`src/hw/hwe_pkg.sv`:
```
/*
 * shared constants for the host wake event register block: offsets,
 * field positions, masks, LPC codes and the LPC target state type.
 * assumes every user refers to names as hwe_pkg::name.
 */
`default_nettype none

package hwe_pkg;
	// plug-and-play identity of the wake controller
	localparam logic [7:0] LDN_WAKE     = 8'h04; // logical device number
	localparam int         ADDR_W       = 16;    // LPC I/O address width
	localparam int         OFS_W        = 5;     // decode window is 32 bytes
	// register offsets from the base
	localparam logic [4:0] OFS_STATUS   = 5'h00; // wake_event_status
	localparam logic [4:0] OFS_ENABLE   = 5'h02; // wake_event_enable
	localparam logic [4:0] OFS_MONITOR  = 5'h06; // wake_signal_monitor
	localparam logic [4:0] OFS_ACPI     = 5'h07; // acpi_state_request
	localparam logic [4:0] OFS_SMI_EN   = 5'h13; // wake_smi_route_enable
	localparam logic [4:0] OFS_IRQ_EN   = 5'h15; // wake_irq_route_enable
	// event bit positions, shared by status, enable and routing registers
	localparam int         BIT_MODULE   = 7;     // module interrupt event
	localparam int         BIT_SW       = 6;     // software event
	localparam int         BIT_PHONE    = 3;     // telephone ring event
	localparam int         BIT_RING2    = 1;     // second modem ring
	localparam int         BIT_RING1    = 0;     // first modem ring
	// monitor bit positions
	localparam int         MON_DRV      = 5;     // wake request we drive
	localparam int         MON_PIN      = 4;     // wake request pin level
	localparam int         MON_PM2      = 3;     // pm channel 2 smi level
	localparam int         MON_PM1      = 2;     // pm channel 1 smi level
	localparam int         MON_CTL_SMI  = 1;     // smi we drive
	localparam int         MON_SMI_PIN  = 0;     // smi pin level
	// writable bits and reset values
	localparam logic [7:0] EVENT_MASK   = 8'hCB; // status/enable bits that exist
	localparam logic [7:0] HW_CLR_MASK  = 8'h8B; // plain write-1-to-clear bits
	localparam logic [7:0] ROUTE_MASK   = 8'hCB; // smi/irq routing bits
	localparam logic [7:0] ACPI_MASK    = 8'h3E; // sleep state request bits
	localparam logic [7:0] REG_RESET    = 8'h00; // reset value of every stored host register
	localparam logic [7:0] READ_ZERO    = 8'h00; // unmapped and write-only reads
	// LPC nibble codes
	localparam logic [3:0] LPC_START    = 4'h0;  // start of a target cycle
	localparam logic [2:0] LPC_IO_RD    = 3'h0;  // cycle type I/O read
	localparam logic [2:0] LPC_IO_WR    = 3'h1;  // cycle type I/O write
	localparam logic [3:0] LPC_SYNC_OK  = 4'h0;  // sync ready
	localparam logic [3:0] LPC_TAR      = 4'hF;  // turnaround drive value
	localparam logic [1:0] ADDR_LAST    = 2'h3;  // fourth address nibble
	localparam logic [1:0] PAIR_LAST    = 2'h1;  // second nibble of a pair

	// LPC target sequencer states
	typedef enum logic [3:0] {
		ST_IDLE  = 4'b0000, // wait for start
		ST_CYC   = 4'b0001, // cycle type and direction
		ST_ADDR  = 4'b0010, // four address nibbles
		ST_WDATA = 4'b0011, // two write data nibbles
		ST_HTAR  = 4'b0100, // host turnaround
		ST_SYNC  = 4'b0101, // our sync nibble
		ST_RDATA = 4'b0110, // two read data nibbles
		ST_DTAR  = 4'b0111, // our turnaround
		ST_SKIP  = 4'b1000  // not ours, wait for next frame
	} hwe_lpc_state_t;
endpackage : hwe_pkg

`default_nettype wire

```
`src/hw/hwe_sync.sv`:
```
/*
 * two flip-flop synchroniser for a group of independent pin levels.
 * assumes each bit is a slow level; no bus coherency is promised.
 */
`default_nettype none

module hwe_sync #(
	parameter int         W       = 1,   // number of levels
	parameter logic [W-1:0] RST_VAL = '1 // idle pin level
) (
	input  wire logic         CLOCK, // block clock
	input  wire logic         NRST,  // synchronous reset, low
	input  wire logic [W-1:0] D,     // asynchronous levels
	output logic      [W-1:0] Q      // synchronised levels
);
	logic [W-1:0] meta_reg; // first stage, read only by Q

	////////////////////////////////////////////////////////////////
	// both stages reset to the idle level so no false edge follows
	always_ff @(posedge CLOCK) begin
		if (!NRST) begin
			meta_reg <= RST_VAL;
			Q        <= RST_VAL;
		end else begin
			meta_reg <= D;
			Q        <= meta_reg;
		end
	end
endmodule : hwe_sync

`default_nettype wire

```
`src/hw/hwe_ring_det.sv`:
```
/*
 * ring detector: a fall followed by a rise of an active-low ring input
 * gives a one-cycle event pulse. one lane per input.
 * assumes the inputs are already synchronised to CLOCK.
 */
`default_nettype none

module hwe_ring_det #(
	parameter int N = 3 // number of ring inputs
) (
	input  wire logic         CLOCK, // block clock
	input  wire logic         NRST,  // synchronous reset, low
	input  wire logic [N-1:0] LVL_N, // synchronised ring levels
	output logic      [N-1:0] EVT    // ring completed, pulse
);
	////////////////////////////////////////////////////////////////
	// one detector per lane
	genvar i;
	generate
		for (i = 0; i < N; i++) begin : g_lane
			logic prev_reg;  // level one cycle ago
			logic armed_reg; // fall seen, waiting for the rise
			// fall arms, rise fires; reset idles high so nothing arms
			always_ff @(posedge CLOCK) begin
				if (!NRST) begin
					prev_reg  <= 1'b1;
					armed_reg <= 1'b0;
					EVT[i]    <= 1'b0;
				end else begin
					prev_reg <= LVL_N[i];
					EVT[i]   <= armed_reg & ~prev_reg & LVL_N[i];
					if (prev_reg && !LVL_N[i]) begin
						armed_reg <= 1'b1;
					end else if (!prev_reg && LVL_N[i]) begin
						armed_reg <= 1'b0;
					end
				end
			end
		end
	endgenerate
endmodule : hwe_ring_det

`default_nettype wire

```
`src/hw/hwe_wake_regs.sv`:
```
/*
 * host-view wake event registers with their LPC I/O target: event
 * status and enable, signal monitor, sleep request and smi/irq routing,
 * plus the wake request, smi and irq outputs they steer.
 * assumes LPC runs on CLOCK, the pnp config block supplies the selected
 * logical device and base writes, and NRST is the standby power-up reset.
 */
`default_nettype none

module hwe_wake_regs (
	input  wire logic        CLOCK,               // 10 MHz block and LPC clock
	input  wire logic        NRST,                // standby power-up reset, low
	input  wire logic        HOST_SW_RST,         // host-domain software reset
	input  wire logic        LFRAME_N,            // LPC frame, low
	input  wire logic [3:0]  LAD_IN,              // LPC nibble from the wire
	output logic      [3:0]  LAD_OUT,             // LPC nibble we drive
	output logic             LAD_OE_N,            // LPC drive enable, low
	input  wire logic [7:0]  LOGICAL_DEVICE_NUM,  // selected pnp device
	input  wire logic        PNP_BASE_WE,         // pnp base write strobe
	input  wire logic [15:0] PNP_BASE,            // pnp base address
	input  wire logic        MODULE_IRQ,          // selected device interrupt
	input  wire logic        MODULE_IRQ_WAKE_EN,  // its wake enable
	input  wire logic        MODEM_RING1_IN_N,    // first modem ring pin
	input  wire logic        MODEM_RING2_IN_N,    // second modem ring pin
	input  wire logic        PHONE_RING_IN_N,     // telephone ring pin
	input  wire logic        RING_DET_EN,         // ring detection mode
	input  wire logic        SW_EVENT_MODE_SEL,   // software event mode
	input  wire logic        EC_SW_EVT_CLR,       // firmware clears sw event
	input  wire logic        PM_CHAN1_SMI_LEVEL,  // pm channel 1 smi level
	input  wire logic        PM_CHAN2_SMI_LEVEL,  // pm channel 2 smi level
	input  wire logic        SMI_PIN_LEVEL,       // smi wire level, pin
	input  wire logic        WAKE_REQ_PIN_LEVEL,  // wake wire level, pin
	output logic             WAKE_REQUEST_N,      // wake request, low
	output logic             SYS_MGMT_IRQ_N,      // smi, low
	output logic             WAKE_IRQ,            // host irq request
	output logic      [7:0]  EC_EVT_SET,          // ec-view status set pulses
	output logic      [7:0]  ACPI_REQ             // sleep request to firmware
);
	hwe_pkg::hwe_lpc_state_t state_reg; // LPC sequencer state
	hwe_pkg::hwe_lpc_state_t state_next;
	logic [1:0]  cnt_reg;               // nibble counter
	logic [15:0] addr_reg;              // shifted I/O address
	logic [15:0] addr_next;             // address with current nibble
	logic [7:0]  wdata_reg;             // write data
	logic [7:0]  rdata_reg;             // read data latched at sync
	logic        is_wr_reg;             // cycle is a write
	logic [15:0] base_reg;              // decode base address
	logic        base_valid_reg;        // base has been programmed
	logic        hit;                   // address falls in our window
	logic        host_wr;               // write commits this cycle
	logic [4:0]  ofs;                   // offset of current access
	logic [7:0]  wr_bits;               // write data on a status write
	logic [7:0]  status_reg;            // wake_event_status
	logic [7:0]  status_next;
	logic [7:0]  enable_reg;            // wake_event_enable
	logic [7:0]  smi_en_reg;            // wake_smi_route_enable
	logic [7:0]  irq_en_reg;            // wake_irq_route_enable
	logic [7:0]  set_vec;               // hardware event set pulses
	logic        sw_set;                // ec-view sw event set
	logic        mod_prev_reg;          // module irq one cycle ago
	logic        wake_drv_reg;          // wake_req_driven_level
	logic        smi_drv_reg;           // wake_ctl_smi_level
	logic [2:0]  ring_n_sync;           // synchronised ring pins
	logic [2:0]  ring_evt;              // completed ring pulses
	logic [1:0]  lvl_sync;              // synchronised wire levels
	logic [7:0]  monitor;               // wake_signal_monitor view
	logic [7:0]  rd_mux;                // read value for ofs
	logic        soft_clr;              // either reset

	assign soft_clr = !NRST || HOST_SW_RST;

	////////////////////////////////////////////////////////////////
	// pin inputs cross into CLOCK before anything looks at them
	hwe_sync #(.W(3), .RST_VAL(3'h7)) u_ring_sync (
		.CLOCK (CLOCK),
		.NRST  (NRST),
		.D     ({PHONE_RING_IN_N, MODEM_RING2_IN_N, MODEM_RING1_IN_N}),
		.Q     (ring_n_sync)
	);
	hwe_sync #(.W(2), .RST_VAL(2'h3)) u_lvl_sync (
		.CLOCK (CLOCK),
		.NRST  (NRST),
		.D     ({WAKE_REQ_PIN_LEVEL, SMI_PIN_LEVEL}),
		.Q     (lvl_sync)
	);
	// lane 2 phone, lane 1 modem 2, lane 0 modem 1
	hwe_ring_det #(.N(3)) u_ring_det (
		.CLOCK (CLOCK),
		.NRST  (NRST),
		.LVL_N (ring_n_sync),
		.EVT   (ring_evt)
	);

	////////////////////////////////////////////////////////////////
	// base address is taken only while our logical device is selected
	always_ff @(posedge CLOCK) begin
		if (!NRST) begin
			base_reg       <= '0;
			base_valid_reg <= 1'b0;
		end else if (PNP_BASE_WE && LOGICAL_DEVICE_NUM == hwe_pkg::LDN_WAKE) begin
			base_reg       <= PNP_BASE;
			base_valid_reg <= 1'b1;
		end
	end

	// window aligned to 32 bytes; low base bits are ignored
	assign addr_next = {addr_reg[11:0], LAD_IN};
	assign hit = base_valid_reg &&
		addr_next[15:hwe_pkg::OFS_W] == base_reg[15:hwe_pkg::OFS_W];

	////////////////////////////////////////////////////////////////
	// LPC I/O target sequencer; a low frame always restarts it
	always_comb begin
		state_next = state_reg;
		case (state_reg)
			hwe_pkg::ST_IDLE: begin
				state_next = hwe_pkg::ST_IDLE;
			end
			hwe_pkg::ST_CYC: begin
				if (LAD_IN[3:1] == hwe_pkg::LPC_IO_RD || LAD_IN[3:1] == hwe_pkg::LPC_IO_WR) begin
					state_next = hwe_pkg::ST_ADDR;
				end else begin
					state_next = hwe_pkg::ST_SKIP; // memory, dma: not ours
				end
			end
			hwe_pkg::ST_ADDR: begin
				if (cnt_reg == hwe_pkg::ADDR_LAST) begin
					if (!hit) begin
						state_next = hwe_pkg::ST_SKIP;
					end else if (is_wr_reg) begin
						state_next = hwe_pkg::ST_WDATA;
					end else begin
						state_next = hwe_pkg::ST_HTAR;
					end
				end
			end
			hwe_pkg::ST_WDATA: begin
				if (cnt_reg == hwe_pkg::PAIR_LAST) begin
					state_next = hwe_pkg::ST_HTAR;
				end
			end
			hwe_pkg::ST_HTAR: begin
				if (cnt_reg == hwe_pkg::PAIR_LAST) begin
					state_next = hwe_pkg::ST_SYNC;
				end
			end
			hwe_pkg::ST_SYNC: begin
				state_next = is_wr_reg ? hwe_pkg::ST_DTAR : hwe_pkg::ST_RDATA;
			end
			hwe_pkg::ST_RDATA: begin
				if (cnt_reg == hwe_pkg::PAIR_LAST) begin
					state_next = hwe_pkg::ST_DTAR;
				end
			end
			hwe_pkg::ST_DTAR: begin
				if (cnt_reg == hwe_pkg::PAIR_LAST) begin
					state_next = hwe_pkg::ST_IDLE;
				end
			end
			default: begin
				state_next = hwe_pkg::ST_SKIP;
			end
		endcase
		// abort or new start overrides everything
		if (!LFRAME_N) begin
			state_next = (LAD_IN == hwe_pkg::LPC_START) ? hwe_pkg::ST_CYC : hwe_pkg::ST_IDLE;
		end
	end

	// state, counter and captured fields
	always_ff @(posedge CLOCK) begin
		if (!NRST) begin
			state_reg <= hwe_pkg::ST_IDLE;
			cnt_reg   <= '0;
			addr_reg  <= '0;
			wdata_reg <= '0;
			is_wr_reg <= 1'b0;
		end else begin
			state_reg <= state_next;
			cnt_reg   <= (state_next == state_reg) ? cnt_reg + 2'h1 : 2'h0;
			if (state_reg == hwe_pkg::ST_CYC) begin
				is_wr_reg <= LAD_IN[3:1] == hwe_pkg::LPC_IO_WR;
			end
			if (state_reg == hwe_pkg::ST_ADDR) begin
				addr_reg <= addr_next;
			end
			if (state_reg == hwe_pkg::ST_WDATA) begin
				wdata_reg <= {LAD_IN, wdata_reg[7:4]}; // low nibble first
			end
		end
	end

	////////////////////////////////////////////////////////////////
	// the access happens in the sync cycle, reads and writes alike
	assign ofs     = addr_reg[hwe_pkg::OFS_W-1:0];
	assign host_wr = state_reg == hwe_pkg::ST_SYNC && is_wr_reg;
	assign wr_bits = (host_wr && ofs == hwe_pkg::OFS_STATUS) ? wdata_reg : 8'h00;

	// monitor shows live levels only, nothing stored
	always_comb begin
		monitor                       = hwe_pkg::READ_ZERO;
		monitor[hwe_pkg::MON_DRV]     = wake_drv_reg;
		monitor[hwe_pkg::MON_PIN]     = lvl_sync[1];
		monitor[hwe_pkg::MON_PM2]     = PM_CHAN2_SMI_LEVEL;
		monitor[hwe_pkg::MON_PM1]     = PM_CHAN1_SMI_LEVEL;
		monitor[hwe_pkg::MON_CTL_SMI] = smi_drv_reg;
		monitor[hwe_pkg::MON_SMI_PIN] = lvl_sync[0];
	end

	// read decode; the sleep request reads back as zero
	always_comb begin
		if (ofs == hwe_pkg::OFS_STATUS) begin
			rd_mux = status_reg & hwe_pkg::EVENT_MASK;
		end else if (ofs == hwe_pkg::OFS_ENABLE) begin
			rd_mux = enable_reg & hwe_pkg::EVENT_MASK;
		end else if (ofs == hwe_pkg::OFS_MONITOR) begin
			rd_mux = monitor;
		end else if (ofs == hwe_pkg::OFS_SMI_EN) begin
			rd_mux = smi_en_reg;
		end else if (ofs == hwe_pkg::OFS_IRQ_EN) begin
			rd_mux = irq_en_reg;
		end else begin
			rd_mux = hwe_pkg::READ_ZERO; // sleep request and holes
		end
	end

	always_ff @(posedge CLOCK) begin
		if (!NRST) begin
			rdata_reg <= hwe_pkg::READ_ZERO;
		end else if (state_reg == hwe_pkg::ST_SYNC) begin
			rdata_reg <= rd_mux;
		end
	end

	// LAD drive: sync, read data, then our turnaround
	always_comb begin
		LAD_OUT  = hwe_pkg::LPC_TAR;
		LAD_OE_N = 1'b1;
		if (state_reg == hwe_pkg::ST_SYNC) begin
			LAD_OUT  = hwe_pkg::LPC_SYNC_OK;
			LAD_OE_N = 1'b0;
		end else if (state_reg == hwe_pkg::ST_RDATA) begin
			LAD_OUT  = cnt_reg[0] ? rdata_reg[7:4] : rdata_reg[3:0];
			LAD_OE_N = 1'b0;
		end else if (state_reg == hwe_pkg::ST_DTAR && cnt_reg == 2'h0) begin
			LAD_OE_N = 1'b0; // drive high once, then release
		end
	end

	////////////////////////////////////////////////////////////////
	// hardware event detection, independent of wake_event_enable; module and phone events have their own gates
	always_ff @(posedge CLOCK) begin
		if (!NRST) begin
			mod_prev_reg <= 1'b0;
		end else begin
			mod_prev_reg <= MODULE_IRQ;
		end
	end

	always_comb begin
		set_vec                    = 8'h00;
		set_vec[hwe_pkg::BIT_MODULE] = MODULE_IRQ && !mod_prev_reg && MODULE_IRQ_WAKE_EN;
		set_vec[hwe_pkg::BIT_PHONE]  = ring_evt[2] && RING_DET_EN;
		set_vec[hwe_pkg::BIT_RING2]  = ring_evt[1];
		set_vec[hwe_pkg::BIT_RING1]  = ring_evt[0];
	end

	// status next value; a set in the clearing cycle wins
	always_comb begin
		status_next = ((status_reg & ~(wr_bits & hwe_pkg::HW_CLR_MASK)) | set_vec)
			& hwe_pkg::EVENT_MASK;
		sw_set = 1'b0;
		if (!SW_EVENT_MODE_SEL) begin
			// toggle; the ec view sees only the rising toggle
			status_next[hwe_pkg::BIT_SW] = status_reg[hwe_pkg::BIT_SW] ^ wr_bits[hwe_pkg::BIT_SW];
			sw_set = wr_bits[hwe_pkg::BIT_SW] && !status_reg[hwe_pkg::BIT_SW];
		end else begin
			sw_set = wr_bits[hwe_pkg::BIT_SW];
			status_next[hwe_pkg::BIT_SW] = sw_set ||
				(status_reg[hwe_pkg::BIT_SW] && !EC_SW_EVT_CLR);
		end
		if (!RING_DET_EN) begin
			status_next[hwe_pkg::BIT_PHONE] = 1'b0;
		end
	end

	// no host power input reaches these: only standby and soft reset clear
	always_ff @(posedge CLOCK) begin
		if (soft_clr) begin
			status_reg <= hwe_pkg::REG_RESET;
			EC_EVT_SET <= 8'h00;
		end else begin
			status_reg <= status_next;
			EC_EVT_SET <= set_vec | ({7'h00, sw_set} << hwe_pkg::BIT_SW);
		end
	end

	////////////////////////////////////////////////////////////////
	// enable and routing registers; monitor writes fall through
	always_ff @(posedge CLOCK) begin
		if (soft_clr) begin
			enable_reg <= hwe_pkg::REG_RESET;
			smi_en_reg <= hwe_pkg::REG_RESET;
			irq_en_reg <= hwe_pkg::REG_RESET;
			ACPI_REQ   <= hwe_pkg::REG_RESET;
		end else if (host_wr) begin
			if (ofs == hwe_pkg::OFS_ENABLE) begin
				enable_reg <= wdata_reg & hwe_pkg::EVENT_MASK;
			end else if (ofs == hwe_pkg::OFS_SMI_EN) begin
				smi_en_reg <= wdata_reg & hwe_pkg::ROUTE_MASK;
			end else if (ofs == hwe_pkg::OFS_IRQ_EN) begin
				irq_en_reg <= wdata_reg & hwe_pkg::ROUTE_MASK;
			end else if (ofs == hwe_pkg::OFS_ACPI) begin
				ACPI_REQ   <= wdata_reg & hwe_pkg::ACPI_MASK;
			end
			// monitor offset: no storage, write ignored
		end
	end

	////////////////////////////////////////////////////////////////
	// outputs follow pending-and-enabled one cycle after the status
	always_ff @(posedge CLOCK) begin
		if (soft_clr) begin
			wake_drv_reg <= 1'b1;
			smi_drv_reg  <= 1'b1;
			WAKE_IRQ     <= 1'b0;
		end else begin
			wake_drv_reg <= ~|(status_reg & enable_reg);
			smi_drv_reg  <= ~|(status_reg & smi_en_reg);
			WAKE_IRQ     <= |(status_reg & irq_en_reg);
		end
	end

	assign WAKE_REQUEST_N = wake_drv_reg;
	assign SYS_MGMT_IRQ_N = smi_drv_reg;
endmodule : hwe_wake_regs

`default_nettype wire

```
`config.mk`:
```
export PLATFORM = sky130hd
export DESIGN_NAME = hwe_wake_regs
export DESIGN_NICKNAME = d
export VERILOG_FILES = /design/src/hw/hwe_pkg.sv /design/src/hw/hwe_sync.sv /design/src/hw/hwe_ring_det.sv /design/src/hw/hwe_wake_regs.sv
export SDC_FILE = /design/constraint.sdc
export NUM_CORES = 1
export LEC_CHECK = 0
export BUFFER_PORTS_ARGS = -buffer_cell sky130_fd_sc_hd__buf_2
export CAP_MARGIN = 20
export CORE_ASPECT_RATIO = 0.6
export CORE_MARGIN = 2
export CORE_UTILIZATION = 56
export DETAILED_ROUTE_END_ITERATION = 8
export PLACE_DENSITY = 0.75
export SLEW_MARGIN = 25
export SYNTH_ARGS = -nofsm -noshare
export SYNTH_HDL_FRONTEND = slang
export SYNTH_SLANG_ARGS = --single-unit
export TNS_END_PERCENT = 20
```
`constraint.sdc`:
```
create_clock -name CLOCK -period 2.14 [get_ports CLOCK]
set_input_delay 0.107 -clock CLOCK [delete_from_list [all_inputs] [get_ports CLOCK]]
set_output_delay 0.107 -clock CLOCK [all_outputs]
set_load 0.01 [all_outputs]
```
==> metrics.yaml <==
maxSlewHeadroom_pct: 57.0
syn_inst: 470
first_pass_iters: 7
yosysWarningCount: 0
utilization_pct: 67.1
antenna_found_initial: 0
vias: 3657
synthFlopType: "dfxtp_1"
setup-tns-final_ps: 0
gp_congestion: 0.936
drtAntennaViolNets: 0
final-max-slew-violation-count: 0
setup_violations: 0
pwr-share-clk_pct: 44.2
die_h_um: 72.9
regToRegSetupSlack_ps: 160
cp.arrival_ps: 2260
io_pins: 69
p_int_w: 0.00289
hp-class: "primary input to flop"
ctsLongestPathBuffers: 2
vias_per_cell: 5.63
cts_made_buffers: 9
netSwitchingFraction_pct: 21.4
layout_commonest_cell: "dfxtp_1"
p_seq_share_pct: 51.3
die_width_um: 119
root_buffer: "clkbuf_16"
cts_setup_buffers: 0
drt_iter0_markers: 324
critPathMaxFanout: 12
final_cell_mix: "100 x dfxtp_1, 57 x buf_2, 53 x nand2_1, 46 x mux2i_1, 39 x nor2_1"
drt-total-wl_um: 10300
grt_pass1_wl_um: 16600
grt_max_degree: 53
start_util_pct: 56.9
synth_async_sr_flop_share_pct: 0
grt-ovfl-total: 0
p_per_area_mw_per_mm2: 704
synthToLayoutAreaGrowth_pct: 17.8
n_fill_cell: 654
yosysSeqAreaShare_pct: 45.1
crit_required_ps: 2420
skew_ps: 7.67
cts_tree: "yes"
antenna_cells: 0
worstSetupEndpointType: "flop"
globalRouteTotalUtil_pct: 24.7
netlist_area_mm2: 0.00444
cts_num_sinks: 100
core-area_mm2: 0.00779
layout.nets: 590
wl_per_cell_um: 15.8
fin_crit_ps: 1980
drc_errors: 0
worst_pin_slew_ps: 644
ir_drop_mv: 0.554
rows: 25
start_kind: "flop"
insertion_delay_ps: 350
die_area_mm2: 0.00867
dp_hpwl_um: 7290
criticalPathCategory: "flop to flop"
synth.distinct_cells: 52
largest_reg_flops: 12
power_switching_w: 0.000788
combPwrFrac_pct: 4.5
rsz0062_at_grt: "no"
p_leak_nw: 2.16
numPortBuffers: 57
max-cap-violations: 0
synth-edff-count: 0
clkTransAtPathRegs_ps: 70
synth-seq-cells: 100
drive_gt1_share_pct: 19.8
finalHoldViolCount: 0
grt_pass1_vias: 3367
max_freq_mhz: 504
syn_area_per_cell_um2: 9.44
status: "finished, final reports clean"
period_share_pct: 92.7
htreeDepth: 3
## per-stage QoR
stage          cell area, um^2  std cells  setup WS (ps)  power [W]  hold slack [ps]
6_report                  5230        649            157    0.00368             12.9
5_1_grt                   5230        649           5.91    0.00379             31.5
4_1_cts                   5220        649            171    0.00371             3.60
3_5_place_dp              4860        628            193    0.00209              293
3_3_place_gp              4860        628            234    0.00208              291
2_1_floorplan             4450        475            365    0.00203              208
## cells in the mapped netlist (all sizes together), types with 11 or more instances
library cell | instances | area share (%)
o21ai | 12 | 1.4
nor2 | 39 | 3.3
xnor2 | 11 | 2.2
buf | 15 | 2.3
clkbuf | 17 | 1.4
a21boi | 18 | 3.0
nor2b | 32 | 4.5
a21oi | 11 | 1.3
dfxtp | 100 | 45
nand2b | 12 | 1.7
nand2 | 54 | 4.7
mux2i | 46 | 10
## routing by layer
metal | GRT usage [%] | wire length [um] | vias up
li1 | - | - | 1752
met1 | 34.3 | 4920 | 1739
met2 | 38.6 | 4360 | 153
met3 | 7.50 | 874 | 13
met4 | 4.76 | 103 | 0
met5 | 0 | 0 | -
## worst max-delay path, stage by stage (launching register included)
cell     delay (ps)
dfxtp_1         550
xnor2_1         160
nand4_1         160
or4_1           580
a21oi_2         260
mux2i_1         200
## worst paths after layout
path / startpoint / end / cells after the start
worst max-delay path: addr_reg[1] / cnt_reg[0] / 5
worst min-delay path: PNP_BASE[14] / base_reg[14] / 3
worst max register to register: addr_reg[1] / cnt_reg[0] / 5
worst min register to register: u_ring_sync.meta_reg[1] / u_ring_sync.Q[1] / 1
## logic make-up (layout without fill, tap and decap cells)
| kind of cell | after synthesis | in the layout | share of synthesized area [%] |
|---|---|---|---|
| compound gates | 76 | 76 | 12.4 |
| xor+xnor | 11 | 11 | 2.17 |
| fa+ha+maj | 7 | 7 | 1.97 |
| buf+inv | 42 | 108 | 4.60 |
| flops | 100 | 100 | 45.1 |
| mux | 49 | 49 | 11.1 |
| other cells | 1 | 6 | 0.0845 |
| simple gates | 184 | 184 | 22.5 |
## power groups by stage
stage | registers [W] | clock network (W) | logic, W
2_1_floorplan | 0.00193 | 0 | 0.0000990
3_3_place_gp | 0.00193 | 0 | 0.000151
3_5_place_dp | 0.00193 | 0 | 0.000155
4_1_cts | 0.00189 | 0.00166 | 0.000166
5_1_grt | 0.00189 | 0.00172 | 0.000184
6_report | 0.00189 | 0.00163 | 0.000166
## layout make-up
| class | count | area [um^2] | area share [%] |
|---|---|---|---|
| well taps | 108 | 135 | 2.59 |
| clock buffers | 10 | 239 | 4.57 |
| inverters | 10 | 37.5 | 0.718 |
| clock inverters | 4 | 56.3 | 1.08 |
| multi-input cells | 333 | 2250 | 43.1 |
| repair buffers | 84 | 505 | 9.67 |
| flip-flops and latches | 100 | 2000 | 38.3 |
## what timing repair did
| action | in CTS | in global routing |
|---|---|---|
| endpoints found under the setup margin | 0 | 2 |
| resized for setup | 0 | 1 |
| hold endpoints to repair | 7 | 0 |
| hold buffers | 7 | 0 |
No activity file was read; power rests on OpenSTA's default activity.
